===== src/rtl/nand_host_pkg.sv =====
// Package for the NAND flash host controller: constants, pin bundle, bus operation codes
package nand_host_pkg;
   localparam logic [7:0] CMD_READ_SETUP = 8'h00;
   localparam logic [7:0] CMD_READ_CONFIRM = 8'h30;
   localparam int ADDR_CYCLES = 5;
   localparam int BLOCK_COUNT = 4096;
   localparam int PAGES_PER_BLOCK = 64;
   localparam int MAIN_BYTES = 2048;
   localparam int SPARE_BYTES = 64;
   localparam int PAGE_BYTES = MAIN_BYTES + SPARE_BYTES;
   localparam int PAGE_WORDS = PAGE_BYTES / 2;
   localparam int COL_BITS_X8 = 12;
   localparam int COL_BITS_X16 = 11;
   localparam int ROW_BITS = 18;
   localparam int PLANE_ROW_BIT = 6;
   localparam int CLK_PERIOD_NS = 20;
   localparam int STROBE_LOW_NS = 40;
   localparam int STROBE_HIGH_NS = 40;
   localparam int STROBE_LOW_CYC = (STROBE_LOW_NS + CLK_PERIOD_NS - 1) / CLK_PERIOD_NS;
   localparam int STROBE_HIGH_CYC = (STROBE_HIGH_NS + CLK_PERIOD_NS - 1) / CLK_PERIOD_NS;
   localparam int CNT_W = 4;
   localparam logic [CNT_W-1:0] STROBE_LOW_CNT = CNT_W'(STROBE_LOW_CYC - 1);
   localparam logic [CNT_W-1:0] STROBE_HIGH_CNT = CNT_W'(STROBE_HIGH_CYC - 1);

   typedef struct packed {
      logic chipSelectN;
      logic cmdLatch;
      logic addrLatch;
      logic writeStrobeN;
      logic readStrobeN;
      logic writeGuardN;
   } pins_t;

   localparam pins_t PINS_IDLE = '{chipSelectN: 1'b1, cmdLatch: 1'b0, addrLatch: 1'b0,
                                   writeStrobeN: 1'b1, readStrobeN: 1'b1,
                                   writeGuardN: 1'b0};

   typedef enum logic [2:0] {
      BUS_CMD = 3'h0,
      BUS_ADDR = 3'h1,
      BUS_WDATA = 3'h2,
      BUS_RDATA = 3'h3
   } busop_t;
endpackage : nand_host_pkg


===== src/rtl/nand_sync.sv =====
// Two-flop synchroniser bank for asynchronous pin inputs
`timescale 1ns/10ps
module nand_sync #(
   parameter int WIDTH = 1
) (
   input wire logic ref_clk,            // System clock
   input wire logic resetn,             // Asynchronous reset, active low
   input wire logic clkEn,              // Clock enable
   input wire logic [WIDTH-1:0] asyncIn, // Pin levels
   output logic [WIDTH-1:0] syncOut     // Synchronised levels
);
   logic [WIDTH-1:0] stage1_q;

   always_ff @(posedge ref_clk or negedge resetn) begin
      if (!resetn) begin
         stage1_q <= '0;
         syncOut <= '0;
      end else if (clkEn) begin
         stage1_q <= asyncIn;
         syncOut <= stage1_q;
      end
   end
endmodule : nand_sync


===== src/rtl/nand_host.sv =====
// Host controller that drives a NAND flash through its strobe pins
`timescale 1ns/10ps
module nand_host #(
   parameter int WIDE = 0  // 1 for the 16-bit variant
) (
   input wire logic ref_clk,               // 50 MHz system clock
   input wire logic resetn,                // Asynchronous reset, active low
   input wire logic clkEn,                 // Freezes all state while low
   input wire logic reqValid,              // Page read request, one cycle
   input wire logic [11:0] reqColumn,      // Start column
   input wire logic [17:0] reqRow,         // Page row address
   input wire logic [15:0] reqCount,       // Bus reads to perform, at least 1
   input wire logic guardRelease,          // Level: allow program and erase
   output logic reqReady,                  // Idle, can take a request
   output logic dataValid,                 // Read data pulse
   output logic [15:0] dataOut,            // Read data
   output logic doneQ,                     // Request finished pulse
   output nand_host_pkg::pins_t pinsOut,   // Control pins
   output logic [15:0] ioOut,              // Bus drive value
   output logic ioOutEnN,                  // Bus output enable, low drives
   input wire logic [15:0] ioIn,           // Bus pin levels
   input wire logic readyBusyIn            // Pulled-up ready/busy pin level
);
   typedef enum logic [2:0] {
      ST_IDLE = 3'b000,
      ST_CMD1 = 3'b001,
      ST_ADDR = 3'b011,
      ST_CMD2 = 3'b010,
      ST_WAIT = 3'b110,
      ST_READ = 3'b111,
      ST_DONE = 3'b101
   } state_t;

   // ------------------------------------------------------------------
   // Pin synchronisers
   // ------------------------------------------------------------------
   logic [16:0] syncBus;
   logic readySync;
   logic [15:0] ioSync;

   nand_sync #(.WIDTH(17)) u_sync (
      .ref_clk(ref_clk),
      .resetn(resetn),
      .clkEn(clkEn),
      .asyncIn({readyBusyIn, ioIn}),
      .syncOut(syncBus)
   );
   assign readySync = syncBus[16];
   assign ioSync = syncBus[15:0];

   // ------------------------------------------------------------------
   // Address cycle layout
   // ------------------------------------------------------------------
   function automatic logic [7:0] addrByte(input logic [2:0] idx, input logic [11:0] col,
                                           input logic [17:0] row);
      logic [29:0] full;
      full = (WIDE != 0) ? {1'b0, row, col[10:0]} : {row, col};
      unique case (idx)
         3'h0: addrByte = full[7:0];
         3'h1: addrByte = (WIDE != 0) ? {5'h00, full[10:8]} : {4'h0, full[11:8]};
         3'h2: addrByte = (WIDE != 0) ? full[18:11] : full[19:12];
         3'h3: addrByte = (WIDE != 0) ? full[26:19] : full[27:20];
         default: addrByte = (WIDE != 0) ? {6'h00, full[28:27]} : {6'h00, full[29:28]};
      endcase
   endfunction : addrByte

   // ------------------------------------------------------------------
   // Sequencer
   // ------------------------------------------------------------------
   localparam int CNT_W_L = nand_host_pkg::CNT_W;
   state_t state_q;
   logic [CNT_W_L-1:0] phase_q;
   logic strobeLow_q;
   logic [2:0] addrIdx_q;
   logic [11:0] col_q;
   logic [17:0] row_q;
   logic [15:0] remain_q;
   logic busySeen_q;
   logic phaseEnd;
   logic cycleEnd;

   assign phaseEnd = strobeLow_q ? (phase_q == nand_host_pkg::STROBE_LOW_CNT)
                                 : (phase_q == nand_host_pkg::STROBE_HIGH_CNT);
   assign cycleEnd = phaseEnd && !strobeLow_q;

   always_ff @(posedge ref_clk or negedge resetn) begin
      if (!resetn) begin
         state_q <= ST_IDLE;
         addrIdx_q <= 3'h0;
         col_q <= 12'h000;
         row_q <= 18'h00000;
         remain_q <= 16'h0000;
         busySeen_q <= 1'b0;
      end else if (clkEn) begin
         unique case (state_q)
            ST_IDLE: if (reqValid) begin
               col_q <= reqColumn;
               row_q <= reqRow;
               remain_q <= reqCount;
               addrIdx_q <= 3'h0;
               state_q <= ST_CMD1;
            end
            ST_CMD1: if (cycleEnd) state_q <= ST_ADDR;
            ST_ADDR: if (cycleEnd) begin
               addrIdx_q <= addrIdx_q + 3'h1;
               // Exactly five cycles; extras would be ignored anyway
               if (addrIdx_q == 3'(nand_host_pkg::ADDR_CYCLES - 1)) state_q <= ST_CMD2;
            end
            ST_CMD2: if (cycleEnd) begin
               busySeen_q <= 1'b0;
               state_q <= ST_WAIT;
            end
            ST_WAIT: begin
               // Busy may be short; allow for the synchroniser lag before trusting ready
               if (!readySync) busySeen_q <= 1'b1;
               if (readySync && busySeen_q) state_q <= ST_READ;
            end
            ST_READ: if (cycleEnd) begin
               remain_q <= remain_q - 16'h0001;
               if (remain_q <= 16'h0001) state_q <= ST_DONE;
            end
            ST_DONE: state_q <= ST_IDLE;
            default: state_q <= ST_IDLE;
         endcase
      end
   end

   // Strobe phase timing
   always_ff @(posedge ref_clk or negedge resetn) begin
      if (!resetn) begin
         phase_q <= '0;
         strobeLow_q <= 1'b1;
      end else if (clkEn) begin
         // Armed low while parked, so every bus cycle opens with its low phase
         if (state_q == ST_IDLE || state_q == ST_WAIT || state_q == ST_DONE) begin
            phase_q <= '0;
            strobeLow_q <= 1'b1;
         end else if (phaseEnd) begin
            phase_q <= '0;
            strobeLow_q <= !strobeLow_q;
         end else begin
            phase_q <= phase_q + CNT_W_L'(1);
         end
      end
   end

   // ------------------------------------------------------------------
   // Pin drive
   // ------------------------------------------------------------------
   always_ff @(posedge ref_clk or negedge resetn) begin
      if (!resetn) begin
         pinsOut <= nand_host_pkg::PINS_IDLE;
         ioOut <= 16'h0000;
         ioOutEnN <= 1'b1;
      end else if (clkEn) begin
         pinsOut <= nand_host_pkg::PINS_IDLE;
         // Read-only sequencer: keep write guard low unless software opens it
         pinsOut.writeGuardN <= guardRelease;
         ioOutEnN <= 1'b1;
         ioOut <= 16'h0000;
         if (state_q != ST_IDLE && state_q != ST_DONE) pinsOut.chipSelectN <= 1'b0;
         unique case (state_q)
            ST_CMD1, ST_CMD2: begin
               pinsOut.cmdLatch <= 1'b1;
               pinsOut.writeStrobeN <= !strobeLow_q;
               ioOutEnN <= 1'b0;
               ioOut <= {8'h00, (state_q == ST_CMD1) ? nand_host_pkg::CMD_READ_SETUP
                                                     : nand_host_pkg::CMD_READ_CONFIRM};
            end
            ST_ADDR: begin
               pinsOut.addrLatch <= 1'b1;
               pinsOut.writeStrobeN <= !strobeLow_q;
               ioOutEnN <= 1'b0;
               ioOut <= {8'h00, addrByte(addrIdx_q, col_q, row_q)};
            end
            ST_READ: pinsOut.readStrobeN <= !strobeLow_q;
            default: ;
         endcase
      end
   end

   // ------------------------------------------------------------------
   // Read data capture and status
   // ------------------------------------------------------------------
   always_ff @(posedge ref_clk or negedge resetn) begin
      if (!resetn) begin
         dataValid <= 1'b0;
         dataOut <= 16'h0000;
         doneQ <= 1'b0;
         reqReady <= 1'b0;
      end else if (clkEn) begin
         // Sample as the cycle ends: the level seen one clock after the strobe
         // fell has only then come through both sync stages
         dataValid <= (state_q == ST_READ) && cycleEnd;
         if ((state_q == ST_READ) && cycleEnd)
            dataOut <= (WIDE != 0) ? ioSync : {8'h00, ioSync[7:0]};
         doneQ <= (state_q == ST_DONE);
         reqReady <= (state_q == ST_IDLE) && !reqValid;
      end
   end

   a_cs_released: assert property (@(posedge ref_clk) disable iff (!resetn)
      pinsOut.chipSelectN |-> ioOutEnN) else $error("bus driven with chip select high");
   a_read_no_drive: assert property (@(posedge ref_clk) disable iff (!resetn)
      !pinsOut.readStrobeN |-> ioOutEnN && !pinsOut.cmdLatch && !pinsOut.addrLatch)
      else $error("host drives bus during read");
   a_cmd_latch_data: assert property (@(posedge ref_clk) disable iff (!resetn)
      $rose(pinsOut.writeStrobeN) && pinsOut.cmdLatch |-> !ioOutEnN)
      else $error("command strobe without data");
   a_addr_one_latch: assert property (@(posedge ref_clk) disable iff (!resetn)
      !(pinsOut.addrLatch && pinsOut.cmdLatch)) else $error("both latches high");
   a_wait_ready: assert property (@(posedge ref_clk) disable iff (!resetn)
      $fell(pinsOut.readStrobeN) |-> state_q == ST_READ) else $error("read before ready");
   a_strobe_write: assert property (@(posedge ref_clk) disable iff (!resetn)
      !pinsOut.writeStrobeN |-> !pinsOut.chipSelectN && pinsOut.readStrobeN)
      else $error("write strobe without select");
   a_addr_count: assert property (@(posedge ref_clk) disable iff (!resetn)
      state_q == ST_ADDR |-> addrIdx_q < 3'h5) else $error("too many address cycles");
   a_upper_low: assert property (@(posedge ref_clk) disable iff (!resetn)
      !ioOutEnN |-> ioOut[15:8] == 8'h00) else $error("upper byte not low");
endmodule : nand_host


===== config.mk =====
export PLATFORM = sky130hd
export DESIGN_NAME = nand_host
export DESIGN_NICKNAME = d
export VERILOG_FILES = /design/src/rtl/nand_host_pkg.sv /design/src/rtl/nand_sync.sv /design/src/rtl/nand_host.sv
export SDC_FILE = /design/constraint.sdc
export NUM_CORES = 1
export LEC_CHECK = 0
export ABC_AREA = 1
export BUFFER_PORTS_ARGS = -buffer_cell sky130_fd_sc_hd__clkbuf_2
export CORE_ASPECT_RATIO = 1.2
export CORE_UTILIZATION = 60
export CTS_CLUSTER_SIZE = 14
export DETAILED_ROUTE_END_ITERATION = 6
export PLACE_DENSITY = 0.84
export SLEW_MARGIN = 5
export SYNTH_ARGS = -nofsm -noshare
export SYNTH_HDL_FRONTEND = slang
export SYNTH_HIERARCHICAL = 1
export SYNTH_SLANG_ARGS = --single-unit

===== constraint.sdc =====
create_clock -name ref_clk -period 2.25 [get_ports ref_clk]
set_input_delay 0.45 -clock ref_clk [delete_from_list [all_inputs] [get_ports ref_clk]]
set_output_delay 0.45 -clock ref_clk [all_outputs]
set_load 0.01 [all_outputs]

==> reports/summary.txt <==
status = finished clean
drt first pass iters = 5
Slew @ Worst Pin = 0.5310 ns
CP peak stage delay = 0.69 ns
count of filler cells inserted in the layout = 706
aggregate global-route resource usage = 0.2607
critical path startpoint category = register
Cell Count Post-Placement = 825
clock tree from TritonCTS = done
Sw Ratio = 0.4070
number of cell instances on the worst register-to-register path = 8
min-delay worst type = primary input to register
post-layout instance count excluding filler cells = 842
largest clock skew in the final design = 0.01241 ns
end of the worst register-to-register path = remain_q[11]$_DFFE_PN0P_
width of the die = 88.20 um
number of diodes added for antenna fixing = 0
vias in the first global route = 4280
FMAX = 0.5286 GHz
clock share of power = 0.170
proportion of layout cells with a drive suffix above 1 = 0.2303
setup TNS = 0 ns
maximum level of the CTS H-tree = 3
areal power density over the cells = 1118 nW/um^2
die area = 9300 um^2
Final Setup Violations = 0
post-route core utilization = 0.6909
critical path fanouts, max = 12
average routed wire per standard cell = 13.40 um
last weighted congestion value of the routability-driven placer = 0.9087
Buffers on Ports = 85
minimum period implied by the final worst setup slack = 1.892 ns
Logic pwr share = 0.376
fin. max-slew vios = 0
vertical die dimension = 105.4 um
maximum clock path buffer count = 2
final cycle utilization of the critical path = 0.8408
number of warning messages in the yosys log = 6
top-level I/O count = 110
endpoint required time on the critical path = 2.58 ns
commonest cells after routing, fill and taps aside = sky130_fd_sc_hd__nand2_1, sky130_fd_sc_hd__dfrtp_1, sky130_fd_sc_hd__clkbuf_2
final net count = 799
hold-critical path depth = 3
maximum number of pins on one net before global-route repair = 61
slowest CP cell = sky130_fd_sc_hd__dfrtp_1
chain of cells forming the critical path = nand2_4, nor2_8, inv_4, nor2_8, o21ai_2, nor2_1, nand2_1, nand2_1
count of mapped cells out of synthesis = 639
RSZ-0062 raised after global routing = no
register-to-register path setup slack = 0.36 ns
Int Pwr = 3.943 mW
Clock Latency Late Sink = 0.38 ns
worst voltage drop across the vdd grid = 0.7085 mV
wire length of the first global-routing pass = 18630 um
number of buffers created by CTS = 9
core box area = 8611 um^2
mean cell area of the mapped netlist = 8.373 um^2
cell at the root of the clock tree = sky130_fd_sc_hd__clkbuf_8
post-synthesis cell area = 5350 um^2
via count of the routed design = 4367
Detailed Route WL = 11280 um
Rel. slew slack = 0.6460
remaining antenna violation count = 0
Initial Utilization = 0.6213
sequential share of power = 0.454
number of antenna violations at the first check in global routing = 0
DRC violation count after routing = 0
Worst-path clk slew = 0.11 ns
Worst Setup End Kind = register
via count normalized by instance count = 5.186
placement row count = 37
final hold violation count = 0
Critical Path Sink = remain_q[11]$_DFFE_PN0P_
number of gates given a new drive strength after cts = 0
data arrival time of the worst path = 2.22 ns
Detailed Place HPWL = 8117 um
area overhead of the layout relative to synthesis = 11.20%
sum of overflow across all layers after global routing = 0
Lkg Pwr = 3.219 nW
most common cell after layout, fill and taps aside = sky130_fd_sc_hd__nand2_1
critical path type = register to register
count of clock tree sinks = 102
net switching power figure = 2.706 mW
number of max-cap violations = 0
number of DRC markers in iteration 0 = 189
sequential cells by signal, indices dropped and copies added, names as in the netlist, 2 cells and up, named ones only:
name and flops:
pinsOut 6, dataOut 8, addrIdx_q 3, remain_q 16, ioOut 8, u_sync/stage1_q 9
row_q 18, phase_q 4, u_sync/syncOut 9, col_q 12, state_q 2
through the flow:
stage                     hold slack, ns  cell area (um^2)  setup WS, ns  total power, mW
after floorplan                   0.1544              5406        0.7489            4.852
after global placement            0.2743              5749        0.4261            5.368
after detailed placement          0.2701              5749        0.3924            5.527
after CTS                         0.2491              5949        0.3505            6.665
after global routing              0.2650              5949        0.1672            7.149
final                             0.2529              5949        0.3581            6.649
worst min path at each step:
stage	from	to
4_1_cts	ioIn[1]	u_sync/stage1_q[1]$_DFFE_PN0P_
5_1_grt	ioIn[2]	u_sync/stage1_q[2]$_DFFE_PN0P_
2_1_floorplan	resetn	async pin
3_3_place_gp	resetn	remain_q[0]$_DFFE_PN0P_
3_5_place_dp	resetn	remain_q[1]$_DFFE_PN0P_
6_report	ioIn[1]	u_sync/stage1_q[1]$_DFFE_PN0P_
layout make-up:
class / count / area, um^2 / share of cell area
clock buffers: 10 / 137.6 / 0.02313
clock inverters: 6 / 52.55 / 0.008833
inverters: 56 / 225.2 / 0.03785
multi-input cells: 457 / 2306 / 0.3876
flip-flops and latches: 102 / 2559 / 0.4301
well taps: 117 / 146.4 / 0.02461
repair buffers: 94 / 523.0 / 0.08791
per-layer routing:
layer | vias to the layer above | global-route usage | wire length [um]
met2 | 156 | 0.4357 | 5564
met4 | 0 | 0.1152 | 284
met5 | - | 0 | 0
met1 | 2032 | 0.3093 | 4705
met3 | 24 | 0.07204 | 729
li1 | 2155 | - | -
what timing repair did:
| item | in CTS | in global routing |
|---|---|---|
| setup buffers | 0 | 0 |
| endpoints found under the hold margin | 4 | 0 |
| hold buffers | 1 | 0 |
critical path: cells and delay by family, from the launching register on:
family                 cells  cell delay, ns
DFF                        1            0.69
buffers and inverters      1            0.11
and+or+nand+nor            6            0.84
AOI/OAI and AO/OA          1            0.19
power by group through the flow:
stage,Sequential [mW],Combinational (mW),Clock (mW)
after CTS,3.01,2.51,1.15
after floorplan,2.90,1.95,0
final,3.02,2.50,1.13
after global placement,3.00,2.36,0
after global routing,3.10,2.84,1.21
after detailed placement,3.04,2.49,0
No activity file was read; power rests on OpenSTA's default activity.
